--- config.mk ---
export PLATFORM = sky130hd
export DESIGN_NAME = rwps_seq
export DESIGN_NICKNAME = d
export VERILOG_FILES = /design/src/rwps_pkg.sv /design/src/rwps_seq.sv
export SDC_FILE = /design/constraint.sdc
export NUM_CORES = 1
export LEC_CHECK = 0
export BUFFER_PORTS_ARGS = -buffer_cell sky130_fd_sc_hd__buf_2
export CORE_UTILIZATION = 66
export DETAILED_ROUTE_END_ITERATION = 12
export PLACE_DENSITY = 0.86
export SKIP_CTS_REPAIR_TIMING = 1
export SLEW_MARGIN = 30
export SYNTH_ARGS = -nofsm -noshare
export SYNTH_HDL_FRONTEND = slang
export SYNTH_SLANG_ARGS = --single-unit
--- constraint.sdc ---
create_clock -name clk -period 6.4 [get_ports clk]
set_input_delay 0.64 -clock clk [delete_from_list [all_inputs] [get_ports clk]]
set_output_delay 0.64 -clock clk [all_outputs]
set_load 0.02 [all_outputs]
--- src/rwps_pkg.sv ---
// Purpose: Shared constants and types for the RAM waveform playback sequencer
// Assumes: 32-bit AXI4-Lite register bus, 125 MHz clock
// Notes:   Profile fields are packed into two registers per profile
package rwps_pkg;

    localparam int ADDR_W      = 10;
    localparam int RATE_W      = 16;
    localparam int NUM_PROF    = 8;

    // Register byte addresses
    localparam logic [7:0] REG_CTRL1    = 8'h00;
    localparam logic [7:0] REG_STATUS   = 8'h04;
    localparam logic [7:0] REG_DEST     = 8'h08;
    localparam logic [7:0] REG_PROF_A   = 8'h20;  // Profile n (0 to 3) start/end at 0x20 + 8n
    localparam logic [7:0] REG_PROF_B   = 8'h24;  // Profile n (0 to 3) rate/mode at 0x24 + 8n

    // Control register one fields
    localparam int AUTO_LSB     = 17;
    localparam int AUTO_MSB     = 20;
    localparam int NODWELL_BIT  = 0;

    // Profile word A fields
    localparam int START_LSB    = 0;
    localparam int END_LSB      = 16;
    // Profile word B fields
    localparam int RATE_LSB     = 0;
    localparam int MODE_LSB     = 16;

    localparam logic [31:0] CTRL1_RST = 32'h0000_0000;
    localparam logic [31:0] PROFA_RST = 32'h0000_0000;
    localparam logic [31:0] PROFB_RST = 32'h0000_0001;
    localparam logic [3:0]  DEST_RST  = 4'h1;

    // Sweep flag pulse length in clock cycles
    localparam int SWEEP_PULSE_CYC = 2;

    typedef enum logic [2:0] {
        RWPS_MODE_DIRECT  = 3'h0,
        RWPS_MODE_RAMPUP  = 3'h1,
        RWPS_MODE_BIDIR   = 3'h2,
        RWPS_MODE_CBIDIR  = 3'h3,
        RWPS_MODE_RECIRC  = 3'h4
    } rwps_mode_t;

    typedef struct packed {
        logic [ADDR_W-1:0] start_addr;
        logic [ADDR_W-1:0] end_addr;
        logic [RATE_W-1:0] rate;
        rwps_mode_t        mode;
    } rwps_prof_t;

    typedef struct packed {
        logic [31:0] word;
        logic [3:0]  dest;
    } rwps_out_t;

endpackage

--- src/rwps_seq.sv ---
// Purpose: RAM playback address sequencer with AXI4-Lite register access
// Assumes: Single clock; profile pins and update strobe arrive asynchronously
// Notes:   RAM words come back one cycle after the address is presented
`timescale 1ns/1ps
`default_nettype none
module rwps_seq #(
    parameter int ADDR_W = rwps_pkg::ADDR_W,
    parameter int RATE_W = rwps_pkg::RATE_W
) (
    input  wire logic               clk,
    input  wire logic               rst,
    // AXI4-Lite slave
    input  wire logic [7:0]         s_axi_awaddr,
    input  wire logic               s_axi_awvalid,
    output logic                    s_axi_awready,
    input  wire logic [31:0]        s_axi_wdata,
    input  wire logic [3:0]         s_axi_wstrb,
    input  wire logic               s_axi_wvalid,
    output logic                    s_axi_wready,
    output logic [1:0]              s_axi_bresp,
    output logic                    s_axi_bvalid,
    input  wire logic               s_axi_bready,
    input  wire logic [7:0]         s_axi_araddr,
    input  wire logic               s_axi_arvalid,
    output logic                    s_axi_arready,
    output logic [31:0]             s_axi_rdata,
    output logic [1:0]              s_axi_rresp,
    output logic                    s_axi_rvalid,
    input  wire logic               s_axi_rready,
    // Pins
    input  wire logic [2:0]         profile_pins,
    input  wire logic               io_update,
    output logic                    sweep_over_flag,
    // RAM side
    output logic [ADDR_W-1:0]       ram_addr,
    input  wire logic [31:0]        ram_rdata,
    output rwps_pkg::rwps_out_t     synth_out
);
    if (ADDR_W != rwps_pkg::ADDR_W || RATE_W != rwps_pkg::RATE_W) begin : g_width_chk
        $error("rwps_seq: widths must match the package field layout");
    end

    typedef enum logic [1:0] {ST_IDLE, ST_RUN, ST_DWELL} rwps_state_t;

    // Registers
    logic [31:0] ctrl1_q;
    logic [3:0]  dest_q;
    logic [31:0] prof_a_q [rwps_pkg::NUM_PROF];
    logic [31:0] prof_b_q [rwps_pkg::NUM_PROF];

    function automatic rwps_pkg::rwps_prof_t get_prof(input logic [2:0] idx);
        rwps_pkg::rwps_prof_t p;
        p.start_addr = prof_a_q[idx][rwps_pkg::START_LSB +: ADDR_W];
        p.end_addr   = prof_a_q[idx][rwps_pkg::END_LSB +: ADDR_W];
        p.rate       = prof_b_q[idx][rwps_pkg::RATE_LSB +: RATE_W];
        p.mode       = rwps_pkg::rwps_mode_t'(prof_b_q[idx][rwps_pkg::MODE_LSB +: 3]);
        return p;
    endfunction

    function automatic logic [31:0] merge(input logic [31:0] old, input logic [31:0] nw,
                                          input logic [3:0] be);
        logic [31:0] r;
        r = old;
        for (int i = 0; i < 4; i++) begin
            if (be[i]) r[i*8 +: 8] = nw[i*8 +: 8];
        end
        return r;
    endfunction

    // Pin synchronisers: three stages, change counts when stages two and three agree
    logic [2:0] prof_s1_q, prof_s2_q, prof_s3_q, prof_q;
    logic       upd_s1_q, upd_s2_q, upd_s3_q, upd_q;
    always_ff @(posedge clk) begin
        if (rst) begin
            prof_s1_q <= 3'h0;
            prof_s2_q <= 3'h0;
            prof_s3_q <= 3'h0;
            prof_q    <= 3'h0;
            upd_s1_q  <= 1'b0;
            upd_s2_q  <= 1'b0;
            upd_s3_q  <= 1'b0;
            upd_q     <= 1'b0;
        end else begin
            prof_s1_q <= profile_pins;
            prof_s2_q <= prof_s1_q;
            prof_s3_q <= prof_s2_q;
            upd_s1_q  <= io_update;
            upd_s2_q  <= upd_s1_q;
            upd_s3_q  <= upd_s2_q;
            for (int i = 0; i < 3; i++) begin
                if (prof_s2_q[i] == prof_s3_q[i]) prof_q[i] <= prof_s3_q[i];
            end
            if (upd_s2_q == upd_s3_q) upd_q <= upd_s3_q;
        end
    end

    // Filtered pin values, one cycle delayed copy for edge detection
    logic [2:0] prof_d1_q;
    logic       upd_d1_q;
    always_ff @(posedge clk) begin
        if (rst) begin
            prof_d1_q <= 3'h0;
            upd_d1_q  <= 1'b0;
        end else begin
            prof_d1_q <= prof_q;
            upd_d1_q  <= upd_q;
        end
    end

    // AXI4-Lite write path: address and data accepted in either order
    logic        aw_hold_q, w_hold_q;
    logic [7:0]  aw_addr_q;
    logic [31:0] w_data_q;
    logic [3:0]  w_strb_q;
    logic        wr_fire;
    assign s_axi_awready = !aw_hold_q && !s_axi_bvalid;
    assign s_axi_wready  = !w_hold_q && !s_axi_bvalid;
    assign wr_fire       = aw_hold_q && w_hold_q && !s_axi_bvalid;
    assign s_axi_bresp   = 2'h0;

    always_ff @(posedge clk) begin
        if (rst) begin
            aw_hold_q    <= 1'b0;
            w_hold_q     <= 1'b0;
            aw_addr_q    <= 8'h00;
            w_data_q     <= 32'h0000_0000;
            w_strb_q     <= 4'h0;
            s_axi_bvalid <= 1'b0;
        end else begin
            if (s_axi_awvalid && s_axi_awready) begin
                aw_hold_q <= 1'b1;
                aw_addr_q <= s_axi_awaddr;
            end
            if (s_axi_wvalid && s_axi_wready) begin
                w_hold_q <= 1'b1;
                w_data_q <= s_axi_wdata;
                w_strb_q <= s_axi_wstrb;
            end
            if (wr_fire) begin
                aw_hold_q    <= 1'b0;
                w_hold_q     <= 1'b0;
                s_axi_bvalid <= 1'b1;
            end else if (s_axi_bvalid && s_axi_bready) begin
                s_axi_bvalid <= 1'b0;
            end
        end
    end

    // Register storage; unmapped writes are dropped with OKAY
    always_ff @(posedge clk) begin
        if (rst) begin
            ctrl1_q <= rwps_pkg::CTRL1_RST;
            dest_q  <= rwps_pkg::DEST_RST;
            for (int i = 0; i < rwps_pkg::NUM_PROF; i++) begin
                prof_a_q[i] <= rwps_pkg::PROFA_RST;
                prof_b_q[i] <= rwps_pkg::PROFB_RST;
            end
        end else if (wr_fire) begin
            if (aw_addr_q[7:2] == rwps_pkg::REG_CTRL1[7:2])
                ctrl1_q <= merge(ctrl1_q, w_data_q, w_strb_q);
            if (aw_addr_q[7:2] == rwps_pkg::REG_DEST[7:2] && w_strb_q[0])
                dest_q <= w_data_q[3:0];
            if (aw_addr_q[7:6] == 2'h0 && aw_addr_q[5]) begin
                if (aw_addr_q[2])
                    prof_b_q[aw_addr_q[4:3]] <= merge(prof_b_q[aw_addr_q[4:3]], w_data_q, w_strb_q);
                else
                    prof_a_q[aw_addr_q[4:3]] <= merge(prof_a_q[aw_addr_q[4:3]], w_data_q, w_strb_q);
            end
        end
    end

    // Sequencer state (declared here so status readback can see it)
    rwps_state_t        st_q;
    logic [ADDR_W-1:0]  addr_q;
    logic [RATE_W-1:0]  tmr_q;
    logic [2:0]         act_q;
    logic               dir_up_q;
    logic [1:0]         pulse_q;
    logic               flag_q;
    logic               rearm_q;

    // AXI4-Lite read path: one-cycle answer, unmapped reads return zero
    assign s_axi_arready = !s_axi_rvalid;
    assign s_axi_rresp   = 2'h0;
    always_ff @(posedge clk) begin
        if (rst) begin
            s_axi_rvalid <= 1'b0;
            s_axi_rdata  <= 32'h0000_0000;
        end else if (s_axi_arvalid && s_axi_arready) begin
            s_axi_rvalid <= 1'b1;
            if (s_axi_araddr[7:2] == rwps_pkg::REG_CTRL1[7:2])
                s_axi_rdata <= ctrl1_q;
            else if (s_axi_araddr[7:2] == rwps_pkg::REG_STATUS[7:2])
                s_axi_rdata <= {12'h000, 2'(st_q), act_q, dir_up_q, sweep_over_flag,
                                3'h0, 6'(addr_q), 4'h0};
            else if (s_axi_araddr[7:2] == rwps_pkg::REG_DEST[7:2])
                s_axi_rdata <= {28'h0000000, dest_q};
            else if (s_axi_araddr[7:6] == 2'h0 && s_axi_araddr[5])
                s_axi_rdata <= s_axi_araddr[2] ? prof_b_q[s_axi_araddr[4:3]]
                                               : prof_a_q[s_axi_araddr[4:3]];
            else
                s_axi_rdata <= 32'h0000_0000;
        end else if (s_axi_rready) begin
            s_axi_rvalid <= 1'b0;
        end
    end

    // Playback control
    logic [3:0]           auto_f;
    logic                 auto_on, auto_cont;
    logic [2:0]           auto_last;
    logic                 upd_evt, pin_chg, p0_chg, restart;
    rwps_pkg::rwps_prof_t cur, p0;
    rwps_pkg::rwps_mode_t mode_act;
    logic                 expire, at_end, at_start;
    logic                 bidir_lock;

    assign auto_f     = ctrl1_q[rwps_pkg::AUTO_MSB:rwps_pkg::AUTO_LSB];
    assign auto_on    = auto_f != 4'h0 && auto_f != 4'hF;
    assign auto_cont  = auto_f[3];
    assign auto_last  = auto_f[2:0] + 3'(auto_cont);                          // Last profile index
    assign upd_evt    = upd_q && !upd_d1_q;
    always_comb begin
        p0       = get_prof(3'h0);
        cur      = get_prof(act_q);
        mode_act = cur.mode;
    end
    assign bidir_lock = mode_act == rwps_pkg::RWPS_MODE_BIDIR && !auto_on;
    assign pin_chg    = prof_q[2:1] != prof_d1_q[2:1] || prof_q[0] != prof_d1_q[0];
    assign p0_chg     = prof_q[0] != prof_d1_q[0];
    // Pin changes restart playback, except in the locked bidirectional profile or in auto mode
    assign restart    = upd_evt || (pin_chg && !bidir_lock && !auto_on);
    assign expire     = tmr_q == 16'h0000;
    assign at_end     = addr_q == cur.end_addr;
    assign at_start   = addr_q == cur.start_addr;

    // Profile 0 rules bidirectional mode whatever the pins say
    function automatic logic [2:0] entry_prof();
        if (auto_on || p0.mode == rwps_pkg::RWPS_MODE_BIDIR) return 3'h0;
        return prof_q;
    endfunction

    always_ff @(posedge clk) begin
        if (rst) begin
            st_q     <= ST_IDLE;
            addr_q   <= '0;
            tmr_q    <= '0;
            act_q    <= 3'h0;
            dir_up_q <= 1'b1;
            flag_q   <= 1'b0;
            pulse_q  <= 2'h0;
            rearm_q  <= 1'b0;
        end else begin
            pulse_q <= pulse_q - 2'(pulse_q != 2'h0 ? 1 : 0);
            if (restart) begin
                act_q    <= entry_prof();
                addr_q   <= get_prof(entry_prof()).start_addr;
                tmr_q    <= get_prof(entry_prof()).rate;
                dir_up_q <= 1'b1;
                flag_q   <= 1'b0;
                pulse_q  <= 2'h0;
                rearm_q  <= 1'b0;
                st_q     <= (!auto_on && p0.mode == rwps_pkg::RWPS_MODE_BIDIR)
                            ? ST_IDLE : ST_RUN;
            end else if (!auto_on && mode_act == rwps_pkg::RWPS_MODE_BIDIR) begin
                // No-dwell has no effect here by construction
                if (p0_chg) begin
                    dir_up_q <= prof_q[0];
                    tmr_q    <= cur.rate;
                    st_q     <= ST_RUN;
                    if (prof_q[0] && rearm_q) flag_q <= 1'b0;
                    rearm_q  <= 1'b0;
                end else if (st_q == ST_RUN) begin
                    if (dir_up_q && at_end) begin
                        st_q   <= ST_DWELL;
                        flag_q <= 1'b1;
                    end else if (!dir_up_q && at_start) begin
                        st_q    <= ST_DWELL;
                        rearm_q <= flag_q;
                    end else if (expire) begin
                        tmr_q  <= cur.rate;
                        addr_q <= dir_up_q ? addr_q + 1'b1 : addr_q - 1'b1;
                    end else begin
                        tmr_q <= tmr_q - 1'b1;
                    end
                end
            end else if (st_q == ST_RUN) begin
                if (expire) begin
                    tmr_q <= cur.rate;
                    if (mode_act == rwps_pkg::RWPS_MODE_CBIDIR && !auto_on) begin
                        if ((dir_up_q && at_end) || (!dir_up_q && at_start)) begin
                            dir_up_q <= !dir_up_q;
                            addr_q   <= dir_up_q ? addr_q - 1'b1 : addr_q + 1'b1;
                        end else begin
                            addr_q <= dir_up_q ? addr_q + 1'b1 : addr_q - 1'b1;
                        end
                        if (dir_up_q && addr_q + 1'b1 == cur.end_addr)
                            flag_q <= 1'b1;
                        if (!dir_up_q && addr_q - 1'b1 == cur.start_addr)
                            flag_q <= 1'b0;
                    end else if (at_end) begin
                        if (auto_on) begin
                            if (act_q == auto_last && !auto_cont) begin
                                st_q <= ST_DWELL;                // burst halts
                            end else begin
                                act_q  <= (act_q == auto_last) ? 3'h0
                                                               : act_q + 3'h1;
                                addr_q <= get_prof((act_q == auto_last) ? 3'h0
                                                               : act_q + 3'h1).start_addr;
                                tmr_q  <= get_prof((act_q == auto_last) ? 3'h0
                                                               : act_q + 3'h1).rate;
                            end
                        end else if (mode_act == rwps_pkg::RWPS_MODE_RECIRC) begin
                            addr_q <= cur.start_addr;
                        end else begin
                            st_q <= ST_DWELL;
                        end
                    end else begin
                        addr_q <= addr_q + 1'b1;
                        if (addr_q + 1'b1 == cur.end_addr &&
                            (auto_on || mode_act == rwps_pkg::RWPS_MODE_RECIRC))
                            pulse_q <= 2'(rwps_pkg::SWEEP_PULSE_CYC);
                    end
                end else begin
                    tmr_q <= tmr_q - 1'b1;
                end
            end
        end
    end

    // Recirculate and auto modes use the pulse, the two bidirectional modes the level
    always_ff @(posedge clk) begin
        if (rst) sweep_over_flag <= 1'b0;
        else     sweep_over_flag <= flag_q || pulse_q != 2'h0;
    end
    assign ram_addr = addr_q;

    always_ff @(posedge clk) begin
        if (rst) begin
            synth_out <= '0;
        end else begin
            synth_out.word <= ram_rdata;
            synth_out.dest <= dest_q;
        end
    end

endmodule // rwps_seq
`default_nettype wire

=== After elaboration in Yosys (flattened, before gate mapping) ===
Memory sizes are Yosys's and may differ from the RTL's. A register that Yosys moved wholly into a read port is not among the register bits.
Index checks and enable logic that the tools add are counted.
Widths: inputs -> output; s select.

* Bits in registers: 209
* Bits in writable memories: 512
* Memories: 2

{| class="wikitable"
|+ Memories
! name !! depth !! width !! rd ports !! clocked after memory_dff !! write ports !! line !! source
|-
| prof_a_q || 8 || 32 || 4 || 1 || 8 || rwps_seq.sv:48 || <nowiki>logic [31:0] prof_a_q [rwps_pkg::NUM_PROF];</nowiki>
|-
| prof_b_q || 8 || 32 || 5 || 1 || 8 || rwps_seq.sv:49 || <nowiki>logic [31:0] prof_b_q [rwps_pkg::NUM_PROF];</nowiki>
|}

* Add/sub/neg operators: 6
* Eq/ne operators: 46
* Muxes and demuxes: 158
* Reduce and logical (&&, ||, !) cells: 89

{| class="wikitable"
|+ Operators with widths
! operator !! count
|-
| $mux 8 || 40
|-
| $mux 32 || 7
|-
| $mux 16 || 13
|-
| $mux 10 || 17
|-
| $reduce_or 32->1 || 2
|-
| $mux 3 || 19
|-
| $mux 1 || 41
|-
| $eq 10x10->1 || 4
|-
| $ne 5x5->1 const B || 8
|-
| $mux 2 || 19
|-
| $reduce_bool 2->1 || 13
|-
| $logic_and 1x1->1 || 25
|-
| $reduce_and 2->1 || 9
|-
| $reduce_bool 3->1 || 6
|-
| $logic_not 16->1 || 1
|-
| $ne 4x4->1 const B || 4
|-
| $reduce_and 8->1 || 2
|-
| $sub 16x1->16 const B || 1
|-
| $reduce_and 7->1 || 2
|-
| $eq 6x2->1 const B || 2
|-
| $logic_not 6->1 || 2
|-
| $ne 3x3->1 const B || 4
|-
| $reduce_and 3->1 || 4
|-
| $add 10x1->10 const B || 1
|-
| 26 further kinds || 53
|}

=== Depth between registers and ports, before layout ===
An unclocked memory read counts as a cell.

* Word-level depth: 15
* Mapped depth: 14
* Mapped depth without buffers: 11

=== Worst setup path before layout ===
No wires, ideal clock.

* Path type: register -> register
* Start point: reg ctrl1_q[17]
* End point: reg tmr_q[9]
* Library setup time: 138 ps
* Data arrival time: 3072 ps
* Data required time: 6262 ps
* Slack: 3191 ps
* Cell stages (with the launch flop): 12
* Path buffers: 1
* Cells stage by stage: dfxtp_1 ha_1 ha_1 xor2_1 nor2_1 a21oi_1 buf_2 mux4_2 nand3_1 o2111ai_1 a21oi_1 a211oi_1

* Word-level cells in the longest chain between the ends: 12
* Elaborated cells between the ends (all ways): 35
* Classes of those cells: 1 x add/sub; 4 x eq/ne; 15 x mux; 14 x reduce/logical; 1 x memory

{| class="wikitable"
|+ RTL lines
! item !! line !! source
|-
| start, declared || rwps_seq.sv:46 || <nowiki>logic [31:0] ctrl1_q;</nowiki>
|-
| start signal, assigned || rwps_seq.sv:152 || <nowiki>ctrl1_q <= rwps_pkg::CTRL1_RST;</nowiki>
|-
| start signal, assigned || rwps_seq.sv:160 || <nowiki>ctrl1_q <= merge(ctrl1_q, w_data_q, w_strb_q);</nowiki>
|-
| $add 3x1->3 || rwps_seq.sv:221 || <nowiki>assign auto_last = auto_f[2:0] + 3'(auto_cont);</nowiki>
|-
| $eq 3x3->1 || rwps_seq.sv:303, rwps_seq.sv:310 ||
|-
| $mux 3 || rwps_seq.sv:310 || <nowiki>tmr_q <= get_prof((act_q == auto_last) ? 3'h0</nowiki>
|-
| $mem_v2 8x32 || -- ||
|-
| $mux 16 || rwps_seq.sv:303 || <nowiki>if (act_q == auto_last && !auto_cont) begin</nowiki>
|-
| $mux 16 || rwps_seq.sv:302 || <nowiki>if (auto_on) begin</nowiki>
|-
| $mux 16 || rwps_seq.sv:301 || <nowiki>end else if (at_end) begin</nowiki>
|-
| $mux 16 || rwps_seq.sv:290 || <nowiki>if (mode_act == rwps_pkg::RWPS_MODE_CBIDIR && !auto_on) begin</nowiki>
|-
| $mux 16 || rwps_seq.sv:288 || <nowiki>if (expire) begin</nowiki>
|-
| $mux 16 || rwps_seq.sv:287 || <nowiki>end else if (st_q == ST_RUN) begin</nowiki>
|-
| $mux 16 || rwps_seq.sv:265 || <nowiki>end else if (!auto_on && mode_act == rwps_pkg::RWPS_MODE_BIDIR) begin</nowiki>
|-
| $mux 16 || rwps_seq.sv:255 || <nowiki>if (restart) begin</nowiki>
|-
| end signal, assigned || rwps_seq.sv:258 || <nowiki>tmr_q <= get_prof(entry_prof()).rate;</nowiki>
|-
| end signal, assigned || rwps_seq.sv:269 || <nowiki>tmr_q <= cur.rate;</nowiki>
|-
| end signal, assigned || rwps_seq.sv:289 || <nowiki>tmr_q <= cur.rate;</nowiki>
|-
| end, declared || rwps_seq.sv:175 || <nowiki>logic [RATE_W-1:0] tmr_q;</nowiki>
|}

Several ways; a longest one is shown, not always the timed one. The select of a mux whose other input is x is not followed.
A chain may end at the register's enable or synchronous reset.

==> results.md <==
- Status: complete, no violations
- Crit. End Element: flop
- Cell area after synthesis: 0.0249 mm²
- Post-synth EDFFs: 256
- Global-route wire length before repair: 120000 µm
- Synth warn: 0
- # Max-Cap Violations: 0
- Leak Pwr: 10.2 nW
- Most frequent CP cell: nor2_1
- RSZ-0062 raised after global routing: false
- Clk Latency, worst-skew pair: 0.61 ns
- HP Class: in2reg
- Fmax: 0.225 GHz
- Clock-pin slew on the worst setup and hold paths: 0.07 ns
- Area grow syn2layout: 11.5%
- Max-slew headroom: 28.6%
- Slowest stage delay, CP: 0.71 ns
- Pre-antenna DRT Iters: 6
- Sequential area share after synthesis: 47.7%
- Initial Util: 67.6%
- Synth area leader: edfxtp_1
- CTS Buf Count: 46
- Peak supply drop: 352 µV
- Worst-Margin Slew: 1.07 ns
- Prevailing post-synth register cell: edfxtp_1
- WL per Instance: 26.4 µm
- Setup violations, final: 0
- Vias in the first global route: 20200
- Sink Count: 466
- WP data arrival: 4.94 ns
- FP Rows: 70
- Clock Skew: 0.0303 ns
- Required time of the critical path: 6.89 ns
- CTS max path bufs: 3
- Fillers: 2365
- Post-place instance area: 0.0261 mm²
- Mean Syn Cell Area: 10.5 µm²
- Die extent in x: 196 µm
- TritonCTS clock tree: done
- CP startpoint kind: flop
- Vias: 20900
- Routed Antenna Nets: 0
- Design area: 0.0278 mm²
- Port Buffer Count: 174
- Pwr dens: 261 mW/mm²
- Dpl cells: 2927
- Root buf cell: clkbuf_16
- Final period util: 69.5%
- Final nets: 2573
- Global router's overall resource usage: 41.5%
- Delay-heaviest family, CP: compound AO/OA/AOI/OAI gates
- Iter 0 DRT Violations: 3078
- Final HPWL DP: 54000 µm
- CP max stage cell: dfxtp_2
- Post-synth top area share: 30.8%
- Initial antenna violation count: 3
- Endpoints failing hold: 0
- Post-synth cell types: 79
- Critical path class: reg2reg
- Layout cells sized above 1: 19.3%
- Setup TNS Final: 0 ns
- Largest net degree at the start of global routing: 105
- Cells after Synth: 2377
- H-tree levels: 2
- Chip height: 196 µm
- Async SR Flop Fraction: 0%
- Ports: 183
- Crit-path max FO: 26
- RD Place Congestion: 1.01
- N_diodes: 0
- CORE AREA: 0.0369 mm²
- Clock period minus worst slack: 4.45 ns
- Drt total wl: 79500 µm
- Die area: 0.0386 mm²
- Post-DR vias/cell: 6.92
- Worst-path cell chain: buf_4 -> mux4_2 -> and4b_1 -> a22oi_1 -> a221oi_1 -> and3_1 -> nor2_1 -> o21a_1 -> nor2_1 -> a311oi_1
- CP bufs+invs: 1
- Grt ovf: 0
- Max Transition Viols Final: 0
- Final non-filler cell total: 3013
- Ranking of synthesized cells by area: edfxtp_1 (31%), dfxtp_1 (17%), mux4_2 (10%), and2_1 (6.6%), nand2_1 (3.7%)
- Seq cells post-synth: 466
- # DRC: 0
==> layout by cell type, fill, tap and decap left out, types with 7 or more instances in the layout <==
cell type,instances
a222oi_1,8
edfxtp_1,256
buf_4,37
inv_1,18
a31oi_1,9
clkbuf_1,8
a21oi_1,151
nand2_1,249
clkbuf_16,48
or3_1,12
or2_2,37
o21ai_0,86
a221oi_1,8
xnor2_1,33
o211ai_1,39
a32oi_1,8
xor2_1,21
mux4_2,113
and2_1,264
nor2_1,163
nor2b_1,71
nand4_1,9
buf_2,172
nor3b_1,11
a311oi_1,16
clkbuf_8,8
ha_1,7
a211oi_1,43
nand3_1,72
o22ai_1,8
nor4_1,8
a22oi_1,36
bufinv_16,7
nand2b_1,13
mux2i_1,70
dfxtp_1,208
nor3_1,35
mux2_2,22
==> stage by stage <==
step | setup WS, ns | total power [mW] | utilization, % | hold WS [ns]
after floorplan | 3.19 | 4.00 | - | 0.414
after global placement | 2.01 | 4.28 | 70.8 | 0.421
after detailed placement | 1.96 | 4.30 | 70.8 | 0.431
after CTS | 1.93 | 7.22 | 75.3 | 0.230
after global routing | 1.70 | 7.43 | 75.4 | 0.235
final | 1.95 | 7.25 | 75.4 | 0.238
==> power breakdown <==
part | switching [mW] | internal [mW]
registers | 0.135 | 3.26
clock network | 1.21 | 1.76
logic | 0.557 | 0.337
total | 1.90 | 5.35
==> worst paths after layout <==
path                                   start           end  slack (ns)  cells past startpoint
worst min-delay path            s_axi_rready  s_axi_rvalid        0.24                      2
worst max-delay path                    flop   ram_addr[1]        1.95                     10
worst min register to register      upd_s1_q      upd_s2_q        0.44                      1
worst max register to register          flop   ram_addr[1]        1.95                     10
==> cells in the mapped netlist (4+ instances only) <==
master     instances
a2111oi_0          4
a211oi_1          43
a21o_1             4
a21oi_1          153
a221o_1            6
a221oi_1           8
a222oi_1           8
a22oi_1           36
a311oi_1          16
a31oi_1            9
a32oi_1            8
and2_1           264
buf_1             15
buf_2              6
buf_4             10
clkbuf_1         134
dfxtp_1          210
edfxtp_1         256
ha_1               7
inv_1             18
mux2_2            22
mux2i_1           70
mux4_2           113
nand2_1          249
nand2b_1          13
nand3_1           72
nand4_1            9
nor2_1           165
nor2b_1           72
nor3_1            35
nor3b_1           13
nor4_1            10
nor4b_1            7
o211a_1            4
o211ai_1          39
o21ai_0           87
o22ai_1            8
o31ai_1            7
o32ai_1            4
or2_2             37
or3_1             12
or4_1              5
xnor2_1           33
xor2_1            21
==> final cells by class <==
class                           count  area (µm²)  area share (%)
Multi-Input combinational cell   1728       12400            44.5
Sequential cell                   466       11900            42.8
Clock buffer                       64        1340            4.83
Timing Repair Buffer              211        1160            4.18
Tap cell                          504         631            2.27
Clock inverter                     22         330            1.19
Inverter                           18        67.6           0.243
==> sequential cells by signal, indices dropped and copies added (netlist names), 2 cells and up, named ones only <==
| name | flops |
|---|---|
| prof_a_q | 128 |
| prof_b_q | 128 |
| synth_out | 36 |
| ctrl1_q | 32 |
| s_axi_rdata | 32 |
| w_data_q | 32 |
| tmr_q | 16 |
| ram_addr | 10 |
| aw_addr_q | 6 |
| dest_q | 4 |
| w_strb_q | 4 |
| act_q | 3 |
| prof_d1_q | 3 |
| prof_q | 3 |
| prof_s1_q | 3 |
| prof_s2_q | 3 |
| prof_s3_q | 3 |
| pulse_q | 2 |
| st_q | 2 |
==> layer usage <==
layer,track usage (%),wire length [µm],vias to the layer above
met5,0,18,-
met4,20.0,4430,4
met3,10.6,10800,321
met2,65.3,36300,1736
met1,53.8,27900,9857
li1,-,-,8947
==> worst register-to-register path: cells and delay by family (launching register included) <==
family / cells / cell delay, ns
flops: 1 / 0.71
buf+inv: 1 / 0.58
mux: 1 / 0.72
simple gates: 4 / 1.11
compound gates: 4 / 1.21
==> cells by family (layout without fill, tap and decap cells) <==
logic type                 after synthesis  count (layout)  share of synthesized area (%)
and+or+nand+nor                        979             979                           20.2
other                                    1               4                         0.0150
DFF                                    466             466                           47.7
AOI/OAI and AO/OA                      475             475                           12.5
xor gates and xnor gates                57              57                           2.17
buffers and inverters                  186             315                           3.07
adders and majority gates                7               7                          0.351
muxes                                  206             206                           14.1
Power figures use the tool's default switching activity.
